File: src/rtl/qpv_consts.vh
// Constants for the quadrature position and velocity block.
// Assumes inclusion by the design files of this block only.
`ifndef QPV_CONSTS_VH
`define QPV_CONSTS_VH

// Byte offsets of the AHB-Lite register words.
`define QPV_OFS_CONTROL 8'h00
`define QPV_OFS_STATUS 8'h04
`define QPV_OFS_POSITION 8'h08
`define QPV_OFS_LIMIT 8'h0c
`define QPV_OFS_VELOCITY 8'h10
`define QPV_OFS_TIMER 8'h14

// Field positions in the control word.
`define QPV_CTL_DIV_LSB 0
`define QPV_CTL_MODE_LSB 2
`define QPV_CTL_VDIS_BIT 7

// Field positions in the status word (flags write one to clear; the up bit is read-only).
`define QPV_ST_POS_BIT 0
`define QPV_ST_DIR_BIT 1
`define QPV_ST_ERR_BIT 2
`define QPV_ST_VEL_BIT 3
`define QPV_ST_UP_BIT 4

// Encoder mode codes.
`define QPV_MODE_OFF 3'h0
`define QPV_MODE_X2_INDEX 3'h1
`define QPV_MODE_X2_PERIOD 3'h2
`define QPV_MODE_X4_INDEX 3'h5
`define QPV_MODE_X4_PERIOD 3'h6

// Reset values.
`define QPV_RST_CONTROL 8'h00
`define QPV_RST_LIMIT 16'hffff

// Postscaler terminal counts for the four divide ratios.
`define QPV_DIV1_LAST 6'h00
`define QPV_DIV4_LAST 6'h03
`define QPV_DIV16_LAST 6'h0f
`define QPV_DIV64_LAST 6'h3f

`endif

File: src/rtl/qpv_postscale.v
// Velocity pulse postscaler: one output pulse per 1, 4, 16 or 64 inputs.
// Assumes single-cycle input pulses on the same clock.
`timescale 1ns/10ps
`include "qpv_consts.vh"
module qpv_postscale (
    input wire clk,
    input wire rst,
    input wire enable,
    input wire [1:0] ratio,
    input wire pulse_in,
    output reg pulse_out
);
    // Count of input pulses since the last output.
    reg [5:0] count_q;
    // Terminal count selected by the ratio.
    reg [5:0] last_c;

    // Map the ratio code onto its terminal count.
    always @* begin
        case (ratio)
            2'h0: last_c = `QPV_DIV1_LAST;
            2'h1: last_c = `QPV_DIV4_LAST;
            2'h2: last_c = `QPV_DIV16_LAST;
            default: last_c = `QPV_DIV64_LAST;
        endcase
    end

    // Count input pulses and emit one on the terminal count.
    // The count is held while disabled so settings resume as before.
    always @(posedge clk) begin
        if (rst) begin
            count_q <= 6'h00;
            pulse_out <= 1'b0;
        end else begin
            pulse_out <= 1'b0;
            if (enable && pulse_in) begin
                if (count_q >= last_c) begin
                    count_q <= 6'h00;
                    pulse_out <= 1'b1;
                end else begin
                    count_q <= count_q + 6'h01;
                end
            end
        end
    end
endmodule

File: src/rtl/qpv_sync.v
// Two flip-flop synchroniser for one asynchronous input.
// Assumes the input is a pin outside the clk domain.
`timescale 1ns/10ps
module qpv_sync (
    input wire clk,
    input wire rst,
    input wire pin_in,
    output wire sync_out
);
    // First stage, read only by the second stage.
    reg meta_q;
    // Second stage, the safe synchronised level.
    reg sync_q;

    // Shift the pin through both stages every clock.
    always @(posedge clk) begin
        if (rst) begin
            meta_q <= 1'b0;
            sync_q <= 1'b0;
        end else begin
            meta_q <= pin_in;
            sync_q <= meta_q;
        end
    end

    assign sync_out = sync_q;
endmodule

File: src/rtl/qpv_top.v
// Quadrature encoder position and velocity block with AHB-Lite registers.
// Assumes raw encoder pins asynchronous to clk and a single AHB master.
//
// Summary of operation
// [RULE1] x2 mode counts both phase_a edges only
// [RULE2] x4 mode counts every edge of both
// [RULE3] Phase_a leading sets direction and counts up
// [RULE4] Step chosen from previous edge pairing
// [RULE5] Forward index rising clears count next edge
// [RULE6] Reverse index falling loads limit next edge
// [RULE7] Forward match clears count, event follows
// [RULE8] Reverse at zero loads limit, event follows
// [RULE9] Mode change or off keeps count
// [RULE10] Position event on match, rollover, index
// [RULE11] Direction change flag set next cycle
// [RULE12] Index mode rollover sets count error
// [RULE13] Internal position event pulse one cycle
// [RULE14] Software alone clears position event flag
// [RULE15] Encoder period at least sixteen cycles
// [RULE16] Phase inputs synchronised before edge detect
// [RULE17] Velocity on when enabled and mode active
// [RULE18] Capture buffer serves as velocity capture
// [RULE19] Velocity pulse on every active edge
// [RULE20] Divided pulse captures, then clears timer
// [RULE21] Mode codes decoded, others unused
// [RULE22] Velocity pulses divided 1, 4, 16, 64
// [RULE23] Mode off disables counting and velocity
// [RULE24] Sixteen-bit count compared with limit
//
// The AHB-Lite slave port and the address map were chosen for this implementation.
`timescale 1ns/10ps
`include "qpv_consts.vh"
module qpv_top (
    input wire clk,
    input wire rst,
    input wire phase_a,
    input wire phase_b,
    input wire index_input,
    input wire hsel,
    input wire [7:0] haddr,
    input wire [1:0] htrans,
    input wire hwrite,
    input wire [2:0] hsize,
    input wire [31:0] hwdata,
    input wire hready,
    output reg [31:0] hrdata,
    output wire hreadyout,
    output wire hresp,
    output wire rotation_direction,
    output wire velocity_pulse
);
    // Synchronised encoder levels.
    wire a_s;
    wire b_s;
    wire i_s;
    // Previous synchronised levels for edge detection.
    reg a_q;
    reg b_q;
    reg i_q;
    // Last detected edge: bit 1 is 1 for phase_b, bit 0 is 1 for rising.
    reg [1:0] last_edge_q;
    // Direction status, 1 for forward.
    reg up_q;
    // Position counter, the integrated count of steps.
    reg [15:0] position_count_q;
    // Period limit, the count at which period modes wrap.
    reg [15:0] period_limit_q;
    // Index rising edge seen, waiting for the next phase edge.
    reg index_fwd_q;
    // Index falling edge seen, waiting for the next phase edge.
    reg index_rev_q;
    // Encoder mode code as last written; unused codes count as off.
    reg [2:0] mode_q;
    // Velocity pulse divide ratio code.
    reg [1:0] ratio_q;
    // Velocity measurement disable; 1 stops the postscaler and timer.
    reg velocity_disable_q;
    // Sticky flag: a position event, a counter reset or load.
    reg pos_flag_q;
    // Sticky flag: the direction of rotation changed.
    reg dir_flag_q;
    // Sticky flag: the counter rolled over in index mode.
    reg err_flag_q;
    // Sticky flag: a divided velocity pulse captured the timer.
    reg vel_flag_q;
    // One-cycle position event pulse, ahead of its flag.
    reg pos_evt_q;
    // One-cycle direction change pulse, ahead of its flag.
    reg dir_evt_q;
    // Speed timer, cleared on each capture.
    reg [15:0] speed_timer_q;
    // Timer value at the last divided velocity pulse.
    reg [15:0] velocity_capture_q;
    // A write data phase is under way this cycle.
    reg wr_pend_q;
    // Address of the transfer in its data phase.
    reg [7:0] addr_q;

    // Synchronise all three encoder pins.
    // [RULE16] Two-stage input sync
    qpv_sync u_sync_a (.clk(clk), .rst(rst), .pin_in(phase_a),
        .sync_out(a_s));
    qpv_sync u_sync_b (.clk(clk), .rst(rst), .pin_in(phase_b),
        .sync_out(b_s));
    qpv_sync u_sync_i (.clk(clk), .rst(rst), .pin_in(index_input),
        .sync_out(i_s));

    // Mode decode; unused codes behave as off.
    // [RULE21] Mode code decode
    wire mode_x2 = (mode_q == `QPV_MODE_X2_INDEX) ||
        (mode_q == `QPV_MODE_X2_PERIOD);
    wire mode_x4 = (mode_q == `QPV_MODE_X4_INDEX) ||
        (mode_q == `QPV_MODE_X4_PERIOD);
    wire mode_index = (mode_q == `QPV_MODE_X2_INDEX) ||
        (mode_q == `QPV_MODE_X4_INDEX);
    // [RULE23] Off disables all
    wire enabled = mode_x2 || mode_x4;

    // Edge detection on synchronised levels.
    wire a_edge = a_s ^ a_q;
    wire b_edge = b_s ^ b_q;
    wire i_rise = i_s & ~i_q;
    wire i_fall = ~i_s & i_q;

    // Direction from the previous edge pairing, for the current edge.
    // [RULE4] Previous-edge direction table
    reg dir_c;
    always @* begin
        dir_c = up_q;
        if (a_edge) begin
            // Phase_a rising after phase_b falling counts up.
            if (last_edge_q[1])
                dir_c = (a_s == ~last_edge_q[0]);
        end else if (b_edge) begin
            // Phase_b rising after phase_a rising counts up.
            if (!last_edge_q[1])
                dir_c = (b_s == last_edge_q[0]);
        end
    end

    // An edge that steps the counter in the current mode.
    // [RULE1] x2 uses phase_a only
    // [RULE2] x4 uses both phases
    wire step = enabled && (a_edge || (mode_x4 && b_edge));
    // [RULE19] Velocity pulse per step
    wire vel_raw = step;
    // [RULE17] Velocity enable condition
    wire vel_on = enabled && !velocity_disable_q;

    // [RULE24] Sixteen-bit match compare
    wire at_limit = (position_count_q == period_limit_q);
    wire at_zero = (position_count_q == 16'h0000);
    wire at_ones = (position_count_q == 16'hffff);
    // [RULE12] Index mode rollover error
    // A step past either end of the count while in index mode.
    wire err_set = step && mode_index &&
        ((dir_c && at_ones) || (!dir_c && at_zero));

    // Track edges, direction, and index arming.
    always @(posedge clk) begin
        if (rst) begin
            a_q <= 1'b0;
            b_q <= 1'b0;
            i_q <= 1'b0;
            last_edge_q <= 2'h0;
            up_q <= 1'b0;
            dir_evt_q <= 1'b0;
            index_fwd_q <= 1'b0;
            index_rev_q <= 1'b0;
        end else begin
            // Delay the synchronised levels by one clock.
            a_q <= a_s;
            b_q <= b_s;
            i_q <= i_s;
            dir_evt_q <= 1'b0;
            // Record the pin and polarity of the latest edge.
            if (a_edge)
                last_edge_q <= {1'b0, a_s};
            else if (b_edge)
                last_edge_q <= {1'b1, b_s};
            if (step) begin
                // [RULE3] Set direction status
                up_q <= dir_c;
                // [RULE11] Direction change event
                dir_evt_q <= (dir_c != up_q);
            end
            // Arm the index reset; the next step consumes it.
            if (enabled && mode_index && i_rise)
                index_fwd_q <= 1'b1;
            else if (step)
                index_fwd_q <= 1'b0;
            if (enabled && mode_index && i_fall)
                index_rev_q <= 1'b1;
            else if (step)
                index_rev_q <= 1'b0;
        end
    end

    // Position counter with index and period reset handling.
    // [RULE9] Count held when off
    always @(posedge clk) begin
        if (rst) begin
            position_count_q <= 16'h0000;
            pos_evt_q <= 1'b0;
            err_flag_q <= 1'b0;
        end else begin
            pos_evt_q <= 1'b0;
            if (step) begin
                if (mode_index && dir_c && index_fwd_q) begin
                    // [RULE5] Forward index clear
                    position_count_q <= 16'h0000;
                    pos_evt_q <= 1'b1;
                end else if (mode_index && !dir_c && index_rev_q) begin
                    // [RULE6] Reverse index load
                    position_count_q <= period_limit_q;
                    pos_evt_q <= 1'b1;
                end else if (!mode_index && dir_c &&
                             (at_limit || at_ones)) begin
                    // [RULE7] Forward period clear
                    // [RULE10] Match or rollover event
                    position_count_q <= 16'h0000;
                    pos_evt_q <= 1'b1;
                end else if (!mode_index && !dir_c && at_zero) begin
                    // [RULE8] Reverse period load
                    position_count_q <= period_limit_q;
                    pos_evt_q <= 1'b1;
                end else if (dir_c) begin
                    // Ordinary step forward.
                    position_count_q <= position_count_q + 16'h0001;
                end else begin
                    // Ordinary step backward.
                    position_count_q <= position_count_q - 16'h0001;
                end
            end
            // A rollover in the same cycle wins over a clear.
            if (err_set) begin
                err_flag_q <= 1'b1;
            end else if (wr_pend_q && addr_q == `QPV_OFS_STATUS &&
                         hwdata[`QPV_ST_ERR_BIT]) begin
                err_flag_q <= 1'b0;
            end
            // Software may load the count; its write wins over a step.
            if (wr_pend_q && addr_q == `QPV_OFS_POSITION)
                position_count_q <= hwdata[15:0];
        end
    end

    // Velocity postscaler.
    // [RULE22] Divide velocity pulses
    qpv_postscale u_post (.clk(clk), .rst(rst), .enable(vel_on),
        .ratio(ratio_q), .pulse_in(vel_raw), .pulse_out(velocity_pulse));

    // Speed timer, captured and cleared on each divided pulse.
    always @(posedge clk) begin
        if (rst) begin
            speed_timer_q <= 16'h0000;
            velocity_capture_q <= 16'h0000;
        end else if (velocity_pulse) begin
            // [RULE18] Capture buffer reuse
            // [RULE20] Capture then clear
            velocity_capture_q <= speed_timer_q;
            speed_timer_q <= 16'h0000;
        end else if (vel_on) begin
            speed_timer_q <= speed_timer_q + 16'h0001;
        end
    end

    // Sticky flags: a set in the same cycle wins over a clear.
    // [RULE13] One-cycle pulse latched
    // [RULE14] Cleared only by software
    wire clr_wr = wr_pend_q && addr_q == `QPV_OFS_STATUS;
    always @(posedge clk) begin
        if (rst) begin
            pos_flag_q <= 1'b0;
            dir_flag_q <= 1'b0;
            vel_flag_q <= 1'b0;
        end else begin
            pos_flag_q <= pos_evt_q |
                (pos_flag_q & ~(clr_wr & hwdata[`QPV_ST_POS_BIT]));
            dir_flag_q <= dir_evt_q |
                (dir_flag_q & ~(clr_wr & hwdata[`QPV_ST_DIR_BIT]));
            vel_flag_q <= velocity_pulse |
                (vel_flag_q & ~(clr_wr & hwdata[`QPV_ST_VEL_BIT]));
        end
    end

    // AHB-Lite slave: zero wait states, always OKAY.
    wire take = hsel && hready && htrans[1];
    assign hreadyout = 1'b1;
    assign hresp = 1'b0;
    assign rotation_direction = up_q;

    // Latch the address phase and apply control writes.
    always @(posedge clk) begin
        if (rst) begin
            wr_pend_q <= 1'b0;
            addr_q <= 8'h00;
            mode_q <= `QPV_MODE_OFF;
            ratio_q <= 2'h0;
            velocity_disable_q <= 1'b0;
            period_limit_q <= `QPV_RST_LIMIT;
        end else begin
            wr_pend_q <= take && hwrite;
            if (take)
                addr_q <= haddr;
            // A control write takes effect at the end of its data phase.
            if (wr_pend_q && addr_q == `QPV_OFS_CONTROL) begin
                ratio_q <= hwdata[`QPV_CTL_DIV_LSB +: 2];
                mode_q <= hwdata[`QPV_CTL_MODE_LSB +: 3];
                velocity_disable_q <= hwdata[`QPV_CTL_VDIS_BIT];
            end
            // The period limit takes effect the same way.
            if (wr_pend_q && addr_q == `QPV_OFS_LIMIT)
                period_limit_q <= hwdata[15:0];
        end
    end

    // Registered read data for the next data phase.
    always @(posedge clk) begin
        if (rst) begin
            hrdata <= 32'h00000000;
        end else if (take && !hwrite) begin
            case (haddr)
                // Control word with the read-only status bits in it.
                `QPV_OFS_CONTROL:
                    hrdata <= {24'h000000, velocity_disable_q,
                               err_flag_q, up_q, mode_q, ratio_q};
                // Sticky flags and the direction level.
                `QPV_OFS_STATUS:
                    hrdata <= {27'h0000000, up_q, vel_flag_q,
                               err_flag_q, dir_flag_q, pos_flag_q};
                // Current position count.
                `QPV_OFS_POSITION:
                    hrdata <= {16'h0000, position_count_q};
                // Period limit.
                `QPV_OFS_LIMIT:
                    hrdata <= {16'h0000, period_limit_q};
                // Last captured timer value.
                `QPV_OFS_VELOCITY:
                    hrdata <= {16'h0000, velocity_capture_q};
                // Running speed timer.
                `QPV_OFS_TIMER:
                    hrdata <= {16'h0000, speed_timer_q};
                // Unmapped addresses read as zero.
                default:
                    hrdata <= 32'h00000000;
            endcase
        end
    end
endmodule

File: config.mk
export PLATFORM = sky130hd
export DESIGN_NAME = qpv_top
export DESIGN_NICKNAME = d
export VERILOG_FILES = /design/src/rtl/qpv_postscale.v /design/src/rtl/qpv_sync.v /design/src/rtl/qpv_top.v
export VERILOG_INCLUDE_DIRS = /design/src /design/src/rtl
export SDC_FILE = /design/constraint.sdc
export NUM_CORES = 1
export LEC_CHECK = 0
export ABC_AREA = 1
export BUFFER_PORTS_ARGS = -buffer_cell sky130_fd_sc_hd__buf_2
export CAP_MARGIN = 25
export CORE_MARGIN = 2
export CORE_UTILIZATION = 35
export DETAILED_ROUTE_END_ITERATION = 8
export PLACE_DENSITY = 0.54
export SYNTH_ARGS = -nofsm -noshare
export SYNTH_HDL_FRONTEND = slang
export SYNTH_SLANG_ARGS = --single-unit
File: constraint.sdc
create_clock -name clk -period 2.4 [get_ports clk]
set_input_delay 0 -clock clk [delete_from_list [all_inputs] [get_ports clk]]
set_output_delay 0 -clock clk [all_outputs]
set_load 0.01 [all_outputs]
==> flow_summary.ini <==
[pwr]
power_per_cell_area_mw_per_mm2 = 595
p_total_mw = 5.40
clock_power_share = 0.497
vdd_ir_drop_max_uv = 487
power_leakage_nw = 4.00
p_int_mw = 4.03
switching_share = 0.253
pwr-share-comb = 0.121
seqPwrFrac = 0.382
p_switching_mw = 1.36

[placed_design]
dp_hpwl_um = 15900
gp_congestion = 0.893
place_area_mm2 = 0.00791
portBuffers = 50
pre_cts_ws_ps = 61.9

[setup_path]
cp-end-kind = flop
critPathRequiredTime_ps = 2750
crit_slowest_cell = dfxtp_2
worstPathMaxFanout = 16
critical-path-max-stage-delay_ps = 330
crit_path_start_kind = flop
crit_path_frequent_cell = nand2_1
critical_path_class = reg2reg
crit_arrival_ps = 2620
ff2ff_path_depth = 19
reg2reg_setup_slack_ps = 130
path_cells = inv_2 > nor2_2 > nor2_4 > inv_4 > nand3_4 > buf_6 > nand3_2 > nand2_2 > nor2_4 > nand2_2 > nand2_4 > buf_4 > nand3b_1 > nand2_1 > nand2_1 > nand2_1 > o21ai_1 > nand2_1 > a21oi_2

[finish]
post-route-util = 0.451
fin_nets = 1218
area_growth_pct = 27.5
fillers = 2081
drive_gt1_frac = 0.220
final_area_mm2 = 0.00907
antenna_cells = 0

[min_path]
worstHoldPathCells = 2
hold_path.class = in2reg

[global_route]
grt_max_degree = 41
grt_pass1_vias = 6673
grt_first_pass_wirelength_um = 34800
grtUsageTotal = 0.203
globalRouteOverflowTotal = 0
antenna_found_initial = 0

[synthesis]
ys_seq_area_frac = 0.343
async_reset_ff_frac = 0
synth_flop_cell = dfxtp_1
synth_largest_area_cell = dfxtp_1
synth_edf_count = 0
postSynthAreaPerCell_um2 = 6.91
synthCells = 1030
syn_area_mm2 = 0.00711
synth_seq_cells = 122
synth_top_area_frac = 0.343
synthTopCellsByArea = dfxtp_1 34%, nand2_1 11%, inv_1 7.1%
synth_warnings = 0
yosysUniqueCellTypes = 58

[sta]
max_freq_mhz = 441
drv_slew = 0
layout_min_cycle_time_ps = 2270
setup_tns_ps = 0
rsz0062_at_grt = yes
tightest_slew_ps = 624
fin_ws_ps = 132
hold_viol = 0
fin_crit_sh = 0.945
slew_headroom = 0.578
setup_viol = 0
skew_ps = 4.86

[route]
wl_per_cell_um = 15.0
drt_iter0_markers = 443
viasPerCell = 4.94
detail-route-antenna-nets = 0
routed_wl_um = 21600
drc = 0
vias = 7105
dr.pass1.iters = 5

[floorplan]
dieHeight_um = 147
die_area_mm2 = 0.0215
coreArea_mm2 = 0.0201
io_pins = 89
start_util = 0.354
fp.dieW_um = 147
rows = 52

[flow_run]
max-cap-violations = 0

[status]
status = completed

[clock_tree]
clock_tree.root_cell = clkbuf_16
htree_levels = 4
cts_made_buffers = 17
cts_tree = built
clockBufferDepth = 2
clk_pin_slew_ps = 60
clock_latency_ps = 420
cts_sinks = 122
-- final cells by class --
| type | instances | area [um2] | share of cell area |
|---|---|---|---|
| clock inverters | 10 | 140 | 0.0154 |
| multi-input cells | 717 | 4010 | 0.442 |
| flip-flops and latches | 122 | 2450 | 0.270 |
| repair buffers | 149 | 1100 | 0.121 |
| clock buffers | 21 | 480 | 0.0530 |
| well taps | 270 | 338 | 0.0372 |
| inverters | 148 | 561 | 0.0618 |
-- cell usage in the layout, fill, tap and decap left out, types with 4 or more instances in the layout --
cell type / count
nand2_1: 184
inv_1: 132
dfxtp_1: 118
a21oi_1: 72
o21ai_0: 67
buf_4: 66
nor2_1: 64
buf_2: 50
nand3_1: 49
nand2_2: 32
dlygate4sd3_1: 28
o22ai_1: 25
o211ai_1: 19
conb_1: 18
nor3_1: 17
clkbuf_16: 17
nand4_1: 15
nand3_2: 12
nor2_2: 12
a211oi_1: 11
inv_2: 11
o21ai_1: 10
o21a_1: 9
nor4_1: 9
a31oi_1: 9
xor2_1: 9
ha_1: 9
o31ai_1: 7
nor2_4: 7
nor3_2: 5
xnor2_1: 5
nand3b_1: 4
dfxtp_2: 4
clkbuf_8: 4
-- power by group through the flow --
| stage | sequential (mW) | clock [mW] | combinational (mW) |
|---|---|---|---|
| after floorplan | 2.10 | 0 | 0.395 |
| after global placement | 2.10 | 0 | 0.545 |
| after detailed placement | 2.10 | 0 | 0.546 |
| after CTS | 2.06 | 2.73 | 0.582 |
| after global routing | 2.06 | 2.81 | 0.727 |
| final | 2.06 | 2.68 | 0.653 |
-- timing repair --
action | in CTS | in global routing
setup buffers | 0 | 8
gates resized for setup | 0 | 61
endpoints found under the hold margin | 46 | 0
hold buffers | 28 | 0
setup endpoints to repair | 0 | 21
-- stage by stage --
step | hold WS, ps | cells
detailed placement | 216 | 1370
floorplan | 107 | 1046
CTS | 9.63 | 1429
global placement | 199 | 1370
finish | 5.40 | 1437
global route | 28.5 | 1437
-- final timing paths --
check               startpoint                   end
max          u_sync_a.sync_out  position_count_q[11]
min reg2reg    u_sync_b.meta_q     u_sync_b.sync_out
max reg2reg  u_sync_a.sync_out  position_count_q[11]
min                        rst     u_sync_i.sync_out
-- sequential cells by signal (all words and copies together) (netlist names), 2 cells and up --
signal,cells
position_count_q,16
period_limit_q,16
velocity_capture_q,16
addr_q,8
speed_timer_q,16
u_post.count_q,6
last_edge_q,2
ratio_q,2
mode_q,3
hrdata,16
-- synth_stat cells (5+ instances only) --
master,number
nand3_1,57
inv_1,135
o211ai_1,19
dfxtp_1,122
nor3_1,19
clkbuf_1,31
nand4_1,15
xnor2_1,5
nand2_1,207
o21ai_0,68
nor2_1,72
o31ai_1,7
a21oi_1,72
inv_2,8
buf_4,18
nor4_1,9
a211oi_1,11
xor2_1,9
nor2_2,7
ha_1,10
nand2_2,10
o21a_1,9
o22ai_1,25
o21ai_1,9
a31oi_1,9
-- kinds of logic (layout without fill, tap and decap cells) --
family,count (synthesis),count (layout),synth area share
AO/OA/AOI/OAI,251,251,0.213
XOR/XNOR,14,14,0.0172
flip-flops,122,122,0.343
buffers and inverters,207,328,0.126
adder cells (fa/ha/maj),10,10,0.0176
other,2,18,0.00106
AND/OR/NAND/NOR,424,424,0.282
-- critical path, delay by kind of cell, from the launching register on --
kind                   cells  cell delay (ps)
and+or+nand+nor           13             1160
DFF                        1              330
AOI/OAI and AO/OA          2              250
buffers and inverters      4              440
-- layer usage --
metal | share of wire | track usage
met1 | 0.46 | 0.267
met4 | 0.014 | 0.0534
met3 | 0.046 | 0.0372
met2 | 0.48 | 0.342
met5 | 0 | 0
Note: power is estimated with default switching activity, not from simulation.
